### config.mk
export PLATFORM = sky130hd
export DESIGN_NAME = vrc_top
export DESIGN_NICKNAME = d
export VERILOG_FILES = /design/src/hw/vrc_pkg.sv /design/src/hw/vrc_top.sv
export SDC_FILE = /design/constraint.sdc
export NUM_CORES = 1
export LEC_CHECK = 0
export BUFFER_PORTS_ARGS = -buffer_cell sky130_fd_sc_hd__buf_4
export CAP_MARGIN = 20
export CORE_AREA = 2 2 63 65
export DETAILED_ROUTE_END_ITERATION = 12
export DIE_AREA = 0 0 65 67
export SYNTH_ARGS = -nofsm -noshare
export SYNTH_HDL_FRONTEND = slang
export SYNTH_SLANG_ARGS = --single-unit
### constraint.sdc
create_clock -name clk -period 1.9 [get_ports clk]
set_input_delay 0.095 -clock clk [delete_from_list [all_inputs] [get_ports clk]]
set_output_delay 0.095 -clock clk [all_outputs]
set_load 0.1 [all_outputs]
### src/hw/vrc_pkg.sv
// Functional notes
// - software switches the regulator on or off with a control bit
// - a mode bit picks normal operation or low-power suspend mode
// - mode bit zero means normal, one means low power
// - status bit shows the live synchronised vbus level, not latched
// - enabled vbus interrupt requests while vbus equals chosen polarity
// - the vbus interrupt keeps no pending flag and needs no clearing
// - interrupt request follows the match, dropping one clock after it ends
// - with usb as reset source, a polarity match raises system reset
// - polarity one matches high vbus, zero matches low vbus
package vrc_pkg;

	// ****************************************
	// register map
	// ****************************************
	localparam logic [7:0]  VRC_CTRL_OFF    = 8'h00;
	localparam logic [7:0]  VRC_IRQ_OFF     = 8'h04;
	localparam int          VRC_DIS_BIT     = 7;
	localparam int          VRC_STAT_BIT    = 6;
	localparam int          VRC_POL_BIT     = 5;
	localparam int          VRC_MODE_BIT    = 4;
	localparam int          VRC_IEN_BIT     = 0;
	localparam int          VRC_RSEN_BIT    = 1;
	localparam logic [31:0] VRC_CTRL_RST    = 32'h0000_0000;
	localparam logic [31:0] VRC_IRQ_RST     = 32'h0000_0000;
	localparam logic        VRC_MODE_NORMAL = 1'b0;
	localparam logic        VRC_MODE_LOWPWR = 1'b1;

endpackage

### src/hw/vrc_top.sv
`timescale 1ns/10ps
module vrc_top
	import vrc_pkg::*;
(
	// clock and reset
	input  wire logic        clk,
	input  wire logic        rst,
	// apb slave
	input  wire logic        psel,
	input  wire logic        penable,
	input  wire logic        pwrite,
	input  wire logic [7:0]  paddr,
	input  wire logic [31:0] pwdata,
	output logic      [31:0] prdata,
	output logic             pready,
	output logic             pslverr,
	// vbus sense
	input  wire logic        vbus_in,
	// regulator and system
	output logic             regulator_enable_bit,
	output logic             regulator_low_power_select,
	output logic             vbus_irq,
	output logic             usb_sys_reset
);

	// ****************************************
	// state
	// ****************************************
	typedef struct packed {
		logic        sync1;
		logic        sync2;
		logic        dis;
		logic        ren;
		logic        pol;
		logic        mode;
		logic        ien;
		logic        rsen;
		logic        irq;
		logic        srst;
		logic        ready;
		logic        err;
		logic [31:0] rdata;
	} vrc_state_t;

	vrc_state_t st_q;
	vrc_state_t st_d;

	function automatic logic vrc_match(input logic lvl, input logic pol);
		return lvl == pol;
	endfunction

	logic setup;
	logic hit_ctrl;
	logic hit_irq;
	logic [31:0] rd_ctrl;
	logic [31:0] rd_irq;
	logic match_now;

	always_comb
	begin
		st_d = st_q;
		setup = psel && !penable;
		hit_ctrl = paddr == VRC_CTRL_OFF;
		hit_irq = paddr == VRC_IRQ_OFF;
		// two-stage synchroniser, second stage is the only reader
		st_d.sync1 = vbus_in;
		st_d.sync2 = st_q.sync1;
		match_now = vrc_match(st_q.sync2, st_q.pol);
		// level only, no sticky flag so nothing to clear
		st_d.irq = st_q.ien && match_now;
		st_d.srst = st_q.rsen && match_now;
		rd_ctrl = 32'h0000_0000;
		rd_ctrl[VRC_DIS_BIT] = st_q.dis;
		rd_ctrl[VRC_STAT_BIT] = st_q.sync2;
		rd_ctrl[VRC_POL_BIT] = st_q.pol;
		rd_ctrl[VRC_MODE_BIT] = st_q.mode;
		rd_irq = 32'h0000_0000;
		rd_irq[VRC_IEN_BIT] = st_q.ien;
		rd_irq[VRC_RSEN_BIT] = st_q.rsen;
		st_d.ready = 1'b0;
		st_d.err = 1'b0;
		// no wait state: answer in the cycle after setup
		if (setup)
		begin
			st_d.ready = 1'b1;
			st_d.err = !(hit_ctrl || hit_irq);
			st_d.rdata = 32'h0000_0000;
			if (!pwrite && hit_ctrl)
			begin
				st_d.rdata = rd_ctrl;
			end
			else if (!pwrite && hit_irq)
			begin
				st_d.rdata = rd_irq;
			end
		end
		if (psel && penable && st_q.ready && pwrite)
		begin
			if (hit_ctrl)
			begin
				st_d.dis = pwdata[VRC_DIS_BIT];
				st_d.pol = pwdata[VRC_POL_BIT];
				st_d.mode = pwdata[VRC_MODE_BIT];
			end
			else if (hit_irq)
			begin
				st_d.ien = pwdata[VRC_IEN_BIT];
				st_d.rsen = pwdata[VRC_RSEN_BIT];
			end
		end
		// own flop so the pin needs no inverter after the register
		st_d.ren = !st_d.dis;
	end

	always_ff @(posedge clk)
	begin
		if (rst)
		begin
			st_q <= '0;
			st_q.dis <= VRC_CTRL_RST[VRC_DIS_BIT];
			st_q.ren <= !VRC_CTRL_RST[VRC_DIS_BIT];
			st_q.pol <= VRC_CTRL_RST[VRC_POL_BIT];
			st_q.mode <= VRC_MODE_NORMAL;
			st_q.ien <= VRC_IRQ_RST[VRC_IEN_BIT];
			st_q.rsen <= VRC_IRQ_RST[VRC_RSEN_BIT];
		end
		else
		begin
			st_q <= st_d;
		end
	end

	// ****************************************
	// outputs
	// ****************************************
	assign prdata = st_q.rdata;
	assign pready = st_q.ready;
	assign pslverr = st_q.err;
	assign regulator_enable_bit = st_q.ren;
	assign regulator_low_power_select = st_q.mode;
	assign vbus_irq = st_q.irq;
	assign usb_sys_reset = st_q.srst;

endmodule

==> results.txt, run 1 <==
----------------------------------------------------
[Run status]
  Outcome ... finished, final reports clean

[Synth]
  Unique masters post-synth ... 23
  Proportion of synthesized flip-flops having asynchronous set or reset ... 0%
  Yosys Warn Count ... 0
  Synthesis-stage register bit count ... 18
  Fraction of post-synthesis cell area in the top cell type by area ... 40.17%
  Library cell occupying the most area in the post-synthesis netlist ... sky130_fd_sc_hd__dfxtp_1
  Post-Syn Area ... 897.1 sq um
  Largest cells by area after synthesis ... sky130_fd_sc_hd__dfxtp_1, sky130_fd_sc_hd__buf_4, sky130_fd_sc_hd__nand2b_1
  Mean area per synthesized cell ... 10.08 sq um
  Synthesized netlist cell count ... 89
  Number of flops mapped to enable cells by yosys ... 0
  Commonest register cell after synthesis ... sky130_fd_sc_hd__dfxtp_1
  Sequential-to-total area share from yosys stat ... 40.17%

[Floorplan]
  Die area ... 4355 sq um
  Overall die width ... 65 um
  Initial cell density of the core ... 24.88%
  CORE AREA ... 3606 sq um
  Number of top-level pins ... 84
  Floorplan die height ... 67 um
  Total number of placement rows ... 22

[Clock network]
  Total CTS buffers ... 3
  CTS tree ... yes
  Clk root buf ... sky130_fd_sc_hd__clkbuf_8
  CTS H-Tree Depth ... 1
  Post-CTS resize count ... 0
  Worst-Skew Late Latency ... 250 ps
  Post-CTS setup-driven buffer insertion count ... 0
  Number of hold buffers added after CTS ... 0
  CTS sink cnt ... 18
  Clock slew at reported path FFs ... 70 ps
  Maximum clock insertion buffer count ... 2

[Route]
  Post-route ant nets ... 0
  Average routed wire per standard cell ... 9.976 um
  Post-route DRC ... 0
  Number of detailed-route iterations in the first pass ... 3
  Number of DRC violations after detailed-routing iteration 0 ... 6
  Vias ... 654
  Drt total wl ... 1696 um
  Routed via count divided by cell count ... 3.847

[Worst setup path]
  Critical path launch point ... pready$_SDFF_PP0_
  Data arrival, critical path ... 1500 ps
  Startpoint of the worst-slack reg-to-reg timing path ... pready$_SDFF_PP0_
  Chain of cells forming the critical path ... nand4_1 -> or4_4 -> mux2i_1
  Setup crit end kind ... register
  Maximum single-stage delay on the critical path ... 540 ps
  Critical path class ... register to register
  Buf+Inv Stages, Crit Path ... 0
  Crit start category ... register
  Largest delay contributor family on the critical path ... simple AND/OR/NAND/NOR gates
  Max Fanout on Critical Path ... 2
  CP required ... 2070 ps
  CP max-delay cell ... sky130_fd_sc_hd__or4_4

[Power and ir drop]
  PwrDens ... 863.4 nW/um^2
  Cell leakage power ... 0.0005229 uW
  Peak supply drop ... 0.3810 mV

[STA]
  Setup TNS ... 0 ps
  Unrepaired setup endpoints after global routing ... false
  Achievable clock frequency ... 752.4 MHz
  Final worst path period need ... 1329 ps
  Setup Skew ... 0.8790 ps
  Period utilisation layout ... 69.95%
  Final setup vio count ... 0
  Max Transition Viols Final ... 0
  Final Hold Viols ... 0

[Finish]
  Proportion of layout cells with a drive suffix above 1 ... 35.25%
  Fraction of the core area covered by cells at the end of the flow ... 31.64%
  Area Overhead vs Synth ... 27.20%
  Total Nets Final ... 169
  Fill cell count ... 395
  Antenna diode count ... 0

[Min path]
  Startpoint of the worst hold path ... vbus_in
  Worst min path class ... primary input to register

[Global routing]
  Gr usage total ... 8.396%
  Global-route wire length before repair ... 2608 um
  Number of global-route vias before repair ... 591
  Total global routing overflow ... 0
  Pin count of the biggest net entering global routing ... 16
  Initial antenna violation count ... 0

[Place]
  Total half-perimeter wirelength after legalization and detailed placement ... 1404 um
  Number of input and output port buffers inserted ... 30
  Gpl congestion ... 0.6490

[Run]
  Number of violations of the max-capacitance limit ... 0

----------------------------------------------------
[sequential cells by signal (all words and copies together) (netlist names), named ones only]
signal / cells
prdata: 6
pready: 1
pslverr: 1
rd_ctrl: 2
rd_irq: 2
regulator_enable_bit: 1
regulator_low_power_select: 1
st_d: 1
usb_sys_reset: 1
vbus_irq: 1
[per-layer routing]
metal	share of wire, %	vias up	track usage [%]
met5	0	-	0
met4	2.9	0	5.585
met3	11	7	4.392
met2	47	42	13.92
met1	39	287	8.138
li1	-	318	-
[worst reg2reg max path: cells and delay by family (launching register included)]
kind	cells	cell delay [ps]
muxes	1	210
and+or+nand+nor	2	700
DFF	1	330
[synth_stat cells (2+ instances only)]
cell,instances
sky130_fd_sc_hd__a22o_1,4
sky130_fd_sc_hd__buf_4,26
sky130_fd_sc_hd__dfxtp_1,18
sky130_fd_sc_hd__mux2i_1,5
sky130_fd_sc_hd__nand2b_1,11
sky130_fd_sc_hd__nand3_1,2
sky130_fd_sc_hd__nor2_1,3
sky130_fd_sc_hd__nor2b_1,3
sky130_fd_sc_hd__o2bb2ai_1,2
sky130_fd_sc_hd__or4_4,2
[power by group]
part / switching [uW] / leakage (uW) / total [uW] / internal (uW)
clock network: 125 / 0.0000288 / 309 / 184
registers: 1.38 / 0.000146 / 382 / 381
logic: 258 / 0.000348 / 294 / 35.6
total: 384 / 0.000523 / 985 / 601
[area by class of cell]
cell class              instances  area (sq um)  area share, %
multi-input cells              68         427.9          37.50
flip-flops and latches         18         361.6          31.69
repair buffers                 31         232.7          20.39
well taps                      48         60.06          5.263
clock buffers                   4         55.05          4.825
inverters                       1         3.754         0.3289
[stage by stage]
stage                     power [uW]  hold slack, ps  cell area, sq um  std cells  worst slack [ps]
after floorplan                686.7           223.2             992.2        114             174.4
after global placement         682.5           309.3              1086        166             403.1
after detailed placement       684.7           319.0              1086        166             356.9
after CTS                      999.2           48.55              1141        170             585.8
after global routing            1023           48.62              1141        170             531.9
final                          985.2           52.38              1141        170             571.0
[logic make-up (layout without fill, tap and decap cells)]
kind of cell / after synthesis / count (layout) / synth area share [%]
xor gates and xnor gates: 1 / 1 / 0.9765
DFF: 18 / 18 / 40.17
and+or+nand+nor: 28 / 28 / 22.32
AOI/OAI and AO/OA: 7 / 7 / 6.695
other: 1 / 26 / 0.4180
muxes: 6 / 6 / 6.834
buffers and inverters: 28 / 36 / 22.59
[path summary, 6_finish.rpt]
kind | endpoint | slack (ps) | cells past startpoint
setup / recovery | rd_irq[1]$_SDFFE_PP0P_ | 570 | 3
hold / removal | st_d[42]$_SDFF_PP0_ | 50 | 2
setup reg to reg | rd_irq[1]$_SDFFE_PP0P_ | 570 | 3
hold reg to reg | rd_ctrl[6]$_SDFF_PP0_ | 440 | 1
[placed cells by master (no fill, tap or decap)]
cell / count
sky130_fd_sc_hd__nor4_2: 1
sky130_fd_sc_hd__nor2_1: 3
sky130_fd_sc_hd__buf_4: 31
sky130_fd_sc_hd__nor4_1: 1
sky130_fd_sc_hd__nand4_1: 1
sky130_fd_sc_hd__a22o_1: 4
sky130_fd_sc_hd__mux2_2: 1
sky130_fd_sc_hd__mux2i_1: 5
sky130_fd_sc_hd__nor4_4: 1
sky130_fd_sc_hd__o2bb2ai_1: 2
sky130_fd_sc_hd__clkbuf_8: 4
sky130_fd_sc_hd__dfxtp_2: 1
sky130_fd_sc_hd__or3_1: 1
sky130_fd_sc_hd__or4b_2: 1
sky130_fd_sc_hd__inv_1: 1
sky130_fd_sc_hd__or2_2: 1
sky130_fd_sc_hd__nor2b_1: 3
sky130_fd_sc_hd__conb_1: 26
sky130_fd_sc_hd__or4_4: 2
sky130_fd_sc_hd__nand2b_1: 11
sky130_fd_sc_hd__dfxtp_1: 17
sky130_fd_sc_hd__o21a_1: 1
sky130_fd_sc_hd__nand3_1: 2
sky130_fd_sc_hd__xor2_1: 1
Power figures use the tool's default switching activity.
==> run 2: changes to the inputs <==
Clock period 1.9 ns to 1.15 ns, I/O delays scaled along.
==> run 2 against run 1 <==
Compared with the run above: the flow now finishes with violations (setup timing); clock power increased by 63%; sequential power increased by 65%; via count decreased by 0.76%; critical path type unchanged; critical endpoint unchanged; largest power group unchanged.
==> results.txt, run 2 (synthesis results as in run 1) <==
----------------------------------------------------
[Power and ir drop]
  Peak supply drop ... 0.5131 mV (+35%)
  Net switching power of the design ... 633.5 uW (+65%)
  Relative contribution of sequential cells to total power ... 38.5% (-0.3 points)
  Relative contribution of combinational cells to total power ... 30.7% (+0.9 points)
  Net Sw Frac ... 38.73% (-0.29 points)
  PwrDens ... 1352 nW/um^2 (+57%)
  Clock Power Share ... 30.7% (-0.7 points)
  Cell leakage power ... 0.0005637 uW (+7.8%)
  Cell-internal power ... 1002 uW (+67%)

[Clock network]
  Maximum clock insertion buffer count ... 2 (unchanged)
  CTS tree ... yes
  Total CTS buffers ... 3 (unchanged)
  CTS H-Tree Depth ... 1 (unchanged)
  Clk root buf ... sky130_fd_sc_hd__clkbuf_8
  Clock slew at reported path FFs ... 70 ps (about the same)
  Post-CTS resize count ... 0 (unchanged)
  CTS sink cnt ... 18 (unchanged)
  Worst-Skew Late Latency ... 250 ps (about the same)

[Finish]
  Post-Layout Inst Area ... 1210 sq um (+6.0%)
  Total Nets Final ... 175 (+3.6%)
  Max FFs per register ... 6 (unchanged)
  Most common cell after layout, fill and taps aside ... sky130_fd_sc_hd__buf_4
  Final Instance Count excl. Fillers ... 176 (+3.5%)
  Proportion of layout cells with a drive suffix above 1 ... 43.75% (+8.5 points)
  Antenna diode count ... 0 (unchanged)
  Area Overhead vs Synth ... 34.87%
  Fraction of the core area covered by cells at the end of the flow ... 33.55% (+1.9 points)
  Leading cell types in the layout, fill and taps excluded ... sky130_fd_sc_hd__buf_4, sky130_fd_sc_hd__conb_1, sky130_fd_sc_hd__nand2b_1

[Place]
  Placed cell area ... 1147 sq um (+5.6%)
  Total half-perimeter wirelength after legalization and detailed placement ... 1467 um (+4.5%)
  Gpl congestion ... 0.6994 (+7.8%)
  Number of input and output port buffers inserted ... 30 (unchanged)
  Post-Place Setup Slack ... -329.5 ps (-686.3 ps)
  Dpl cells ... 171 (+3.0%)

[Route]
  Post-route ant nets ... 0 (unchanged)
  Drt total wl ... 1742 um (+2.7%)
  Average routed wire per standard cell ... 9.898 um (-0.79%)
  Vias ... 649 (-0.76%)
  Number of detailed-route iterations in the first pass ... 3 (unchanged)
  Routed via count divided by cell count ... 3.688 (-4.1%)
  Number of DRC violations after detailed-routing iteration 0 ... 5 (-1)
  Post-route DRC ... 0 (unchanged)

[STA]
  Achievable clock frequency ... 789.2 MHz (+4.9%)
  Worst path setup slack after routing ... -117.1 ps (-688.0 ps)
  Final worst path period need ... 1267 ps (-61.97 ps)
  Unrepaired setup endpoints after global routing ... true
  Setup Skew ... 3.208 ps (+2.329 ps)
  Final setup vio count ... 6 (+6)
  Max Transition Viols Final ... 0 (unchanged)
  Period utilisation layout ... 110.2% (+40 points)
  Final Hold Viols ... 0 (unchanged)
  Worst hold margin ... 18.82 ps (-33.56 ps)

[Run status]
  Outcome ... complete, but fails checks
  Failing checks ... setup timing

[Global routing]
  Total global routing overflow ... 0 (unchanged)
  Number of global-route vias before repair ... 613 (+3.7%)
  Gr usage total ... 8.744% (+0.35 points)
  Initial antenna violation count ... 0 (unchanged)
  Pin count of the biggest net entering global routing ... 15 (-1)
  Global-route wire length before repair ... 2822 um (+8.2%)

[Worst setup path]
  Max Fanout on Critical Path ... 2 (unchanged)
  Crit start category ... register
  Worst R2R Setup Slack ... -120 ps (-690 ps)
  Data arrival, critical path ... 1410 ps (-90 ps)
  Critical path class ... register to register
  CP required ... 1290 ps (-780 ps)
  Setup crit end kind ... register

[Floorplan]
  Number of top-level pins ... 84 (unchanged)
  Total number of placement rows ... 22 (unchanged)
  Floorplan die height ... 67 um (unchanged)
  Initial cell density of the core ... 24.88% (unchanged)
  CORE AREA ... 3606 sq um (unchanged)
  Overall die width ... 65 um (unchanged)
  Die area ... 4355 sq um (unchanged)

[Min path]
  Worst min path class ... primary input to register

[Run]
  Number of violations of the max-capacitance limit ... 0 (unchanged)

----------------------------------------------------
run 2: worst paths after layout:
kind / startpoint / to / cells after the start
worst min register to register: st_d[42]$_SDFF_PP0_ / rd_ctrl[6]$_SDFF_PP0_ / 1
worst max-delay path: pready$_SDFF_PP0_ / rd_irq[1]$_SDFFE_PP0P_ / 3
worst max register to register: pready$_SDFF_PP0_ / rd_irq[1]$_SDFFE_PP0P_ / 3
worst min-delay path: vbus_in / st_d[42]$_SDFF_PP0_ / 2
run 2: layout make-up:
cell class | instances | area (sq um)
fillers | 377 | 2396
flip-flops and latches | 18 | 372.9
inverters | 1 | 3.754
clock buffers | 4 | 55.05
multi-input cells | 68 | 440.4
well taps | 48 | 60.06
repair buffers | 37 | 277.8
run 2: timing repair:
action / 4_1_cts / 5_1_grt
endpoints found under the hold margin: 0 / 0
setup endpoints to repair: 6 / 6
setup buffers: 1 / 0
hold buffers: 0 / 0
pin swaps: 2 / 0
run 2: power by group through the flow:
stage               Clock [uW]  Sequential [uW]  Combinational, uW
finish                     503              630                503
CTS                        523              630                503
detailed placement           0              644                501
floorplan                    0              665                470
global route               549              630                520
global placement             0              644                497
run 2: per-stage QoR:
step | total power (uW) | TNS, ps
detailed placement | 1145 | -3058
floorplan | 1135 | -1786
global placement | 1141 | -2881
finish | 1636 | -454.7
global route | 1699 | -855.5
CTS | 1655 | -559.2
run 2: worst max-delay path, stage by stage (launching register included):
cell                      delay (ps)
sky130_fd_sc_hd__dfxtp_4         340
sky130_fd_sc_hd__nand4_1         140
sky130_fd_sc_hd__or4_4           540
sky130_fd_sc_hd__mux2i_1         140
run 2: per-layer routing:
metal	share of wire, %	track usage (%)	vias up
met3	7.5	3.716	2
li1	-	-	326
met5	0	0	-
met4	0.69	2.394	0
met1	37	8.316	292
met2	55	17.01	29
==> run 3: changes to the inputs <==
Settings changed: CORE_AREA 2 2 63 65 to 2 2 53 55, DIE_AREA 0 0 65 67 to 0 0 55 57, PLACE_DENSITY set to 0.77.
Clock period 1.15 ns to 1.3 ns, I/O delays scaled along.
==> run 3 against run 2 <==
Compared with the run above: the flow now finishes without violations; total power shrank 18%; non-clock buffer count shrank 1; design area shrank 5.5%; critical path depth is the same; register-to-register slack gained 120 ps; highest routed layer is now met3.
==> results.txt, run 3 (synthesis results as in run 1) <==
----------------------------------------------------
[Run status]
  Outcome ... finished, final reports clean

[Place]
  Total half-perimeter wirelength after legalization and detailed placement ... 1427 um (-2.7%)
  Gpl congestion ... 0.7099 (+1.5%)
  Number of input and output port buffers inserted ... 30 (unchanged)

[Finish]
  Antenna diode count ... 0 (unchanged)
  Proportion of layout cells with a drive suffix above 1 ... 37.01% (-6.7 points)
  Max FFs per register ... 6 (unchanged)
  Total Nets Final ... 174 (-0.57%)
  Most common cell after layout, fill and taps aside ... sky130_fd_sc_hd__buf_4
  Leading cell types in the layout, fill and taps excluded ... sky130_fd_sc_hd__buf_4, sky130_fd_sc_hd__conb_1, sky130_fd_sc_hd__dfxtp_1
  Area Overhead vs Synth ... 27.48%
  Fraction of the core area covered by cells at the end of the flow ... 43.73% (+10 points)

[Global routing]
  Initial antenna violation count ... 0 (unchanged)
  Gr usage total ... 12.55% (+3.8 points)
  Pin count of the biggest net entering global routing ... 15 (unchanged)
  Global-route wire length before repair ... 2870 um (+1.7%)
  Number of global-route vias before repair ... 666 (+8.6%)
  Total global routing overflow ... 0 (unchanged)

[Route]
  Vias ... 670 (+3.2%)
  Number of detailed-route iterations in the first pass ... 4 (+1)
  Average routed wire per standard cell ... 11.18 um (+13%)
  Routed via count divided by cell count ... 4.241 (+15%)
  Drt total wl ... 1766 um (+1.4%)
  Number of DRC violations after detailed-routing iteration 0 ... 4 (-1)
  Post-route ant nets ... 0 (unchanged)
  Post-route DRC ... 0 (unchanged)

[Power and ir drop]
  Peak supply drop ... 0.6461 mV (+26%)
  Cell-internal power ... 785.6 uW (-22%)
  Relative contribution of sequential cells to total power ... 41.7% (+3.2 points)
  Net switching power of the design ... 552.1 uW (-13%)
  Post-route total power ... 1338 uW (-18%)
  Cell leakage power ... 0.0005391 uW (-4.4%)
  Net Sw Frac ... 41.27% (+2.5 points)
  PwrDens ... 1170 nW/um^2 (-13%)
  Relative contribution of combinational cells to total power ... 32.9% (+2.2 points)
  Clock Power Share ... 25.4% (-5.3 points)

[Worst setup path]
  Maximum single-stage delay on the critical path ... 540 ps (about the same)
  CP required ... 1520 ps (+230 ps)
  Data arrival, critical path ... 1520 ps (+110 ps)
  Critical path class ... register to register
  Chain of cells forming the critical path ... nand4_1 -> or4_4 -> mux2i_1
  Crit start category ... register
  Max Fanout on Critical Path ... 2 (unchanged)
  Number of cells on the worst reg-to-reg path ... 3 (unchanged)
  CP max-delay cell ... sky130_fd_sc_hd__or4_4
  Setup crit end kind ... register

[STA]
  Final worst path period need ... 1300 ps (+32.54 ps)
  Max Transition Viols Final ... 0 (unchanged)
  Period utilisation layout ... 99.97% (-10 points)
  Setup TNS ... 0 ps (+454.7 ps)
  Setup Skew ... 2.489 ps (-0.7192 ps)
  Final Hold Viols ... 0 (unchanged)
  Final setup vio count ... 0 (-6)
  Unrepaired setup endpoints after global routing ... true
  Achievable clock frequency ... 769.5 MHz (-2.5%)

[Clock network]
  CTS H-Tree Depth ... 1 (unchanged)
  Total CTS buffers ... 3 (unchanged)
  Post-CTS resize count ... 0 (unchanged)
  CTS tree ... yes
  Post-CTS setup-driven buffer insertion count ... 0 (-1)
  Maximum clock insertion buffer count ... 2 (unchanged)
  CTS sink cnt ... 18 (unchanged)
  Worst-Skew Late Latency ... 290 ps (+40 ps)
  Clk root buf ... sky130_fd_sc_hd__clkbuf_4
  Clock slew at reported path FFs ... 100 ps (+30 ps)

[Run]
  Number of violations of the max-capacitance limit ... 0 (unchanged)

[Floorplan]
  Die area ... 3135 sq um (-28%)
  Number of top-level pins ... 84 (unchanged)
  Total number of placement rows ... 19 (-14%)
  Overall die width ... 55 um (-15%)
  CORE AREA ... 2615 sq um (-27%)
  Initial cell density of the core ... 34.31% (+9.4 points)
  Floorplan die height ... 57 um (-15%)

[Min path]
  Worst min path class ... primary input to register
  Cell depth of the worst hold path ... 3 (+1)

----------------------------------------------------
[run 3: cell count changes in the layout (fill, tap and decap cells not counted), sizes merged]
cell | previous run | this run
buf | 37 | 35
dlygate4sd3 | 0 | 1
[run 3: final timing paths]
kind,slack (ps),from,endpoint
hold / removal,40,pwdata[4],regulator_low_power_select$_SDFFE_PP0P_
setup / recovery,0.4,pready$_SDFF_PP0_,rd_irq[1]$_SDFFE_PP0P_
setup reg to reg,0.4,pready$_SDFF_PP0_,rd_irq[1]$_SDFFE_PP0P_
hold reg to reg,450,st_d[42]$_SDFF_PP0_,rd_ctrl[6]$_SDFF_PP0_
[run 3: what timing repair did]
| item | in CTS | in global routing |
|---|---|---|
| pin swaps | 2 | 1 |
| setup endpoints to repair | 2 | 6 |
| hold endpoints to repair | 1 | 0 |
| hold buffers | 1 | 0 |
[run 3: per-layer routing]
layer	up-vias	part of all wire [%]	global-route usage (%)
met4	0	0	2.091
met2	34	54	21.94
met3	0	8.1	4.974
li1	329	-	-
met5	-	0	0
met1	307	37	14.29
[run 3: per-stage QoR]
stage | cells | setup WS [ps] | hold WS (ps) | instance area [sq um]
final | 158 | 0.3859 | 38.11 | 1144
after global routing | 158 | -61.32 | 36.79 | 1144
after CTS | 158 | 0.008660 | 32.22 | 1144
after detailed placement | 153 | -174.3 | 282.6 | 1097
after global placement | 153 | -144.4 | 276.8 | 1097
after floorplan | 114 | -261.9 | 193.2 | 994.7
[run 3: critical path, delay by kind of cell, from the launching register on]
| family | cells | cell delay, ps |
|---|---|---|
| mux | 1 | 180 |
| simple gates | 2 | 690 |
| flops | 1 | 360 |
[run 3: final cells by class]
type / instances / area, sq um
Inverter: 1 / 3.754
Multi-Input combinational cell: 68 / 427.9
Timing Repair Buffer: 36 / 272.8
Fill cell: 259 / 1471
Clock buffer: 4 / 36.28
Tap cell: 31 / 38.79
Sequential cell: 18 / 364.1
[run 3: power by group through the flow]
stage | combinational, uW | sequential, uW | clock [uW]
finish | 440 | 558 | 340
detailed placement | 437 | 570 | 0
CTS | 439 | 558 | 357
global route | 456 | 558 | 377
floorplan | 414 | 588 | 0
global placement | 434 | 570 | 0
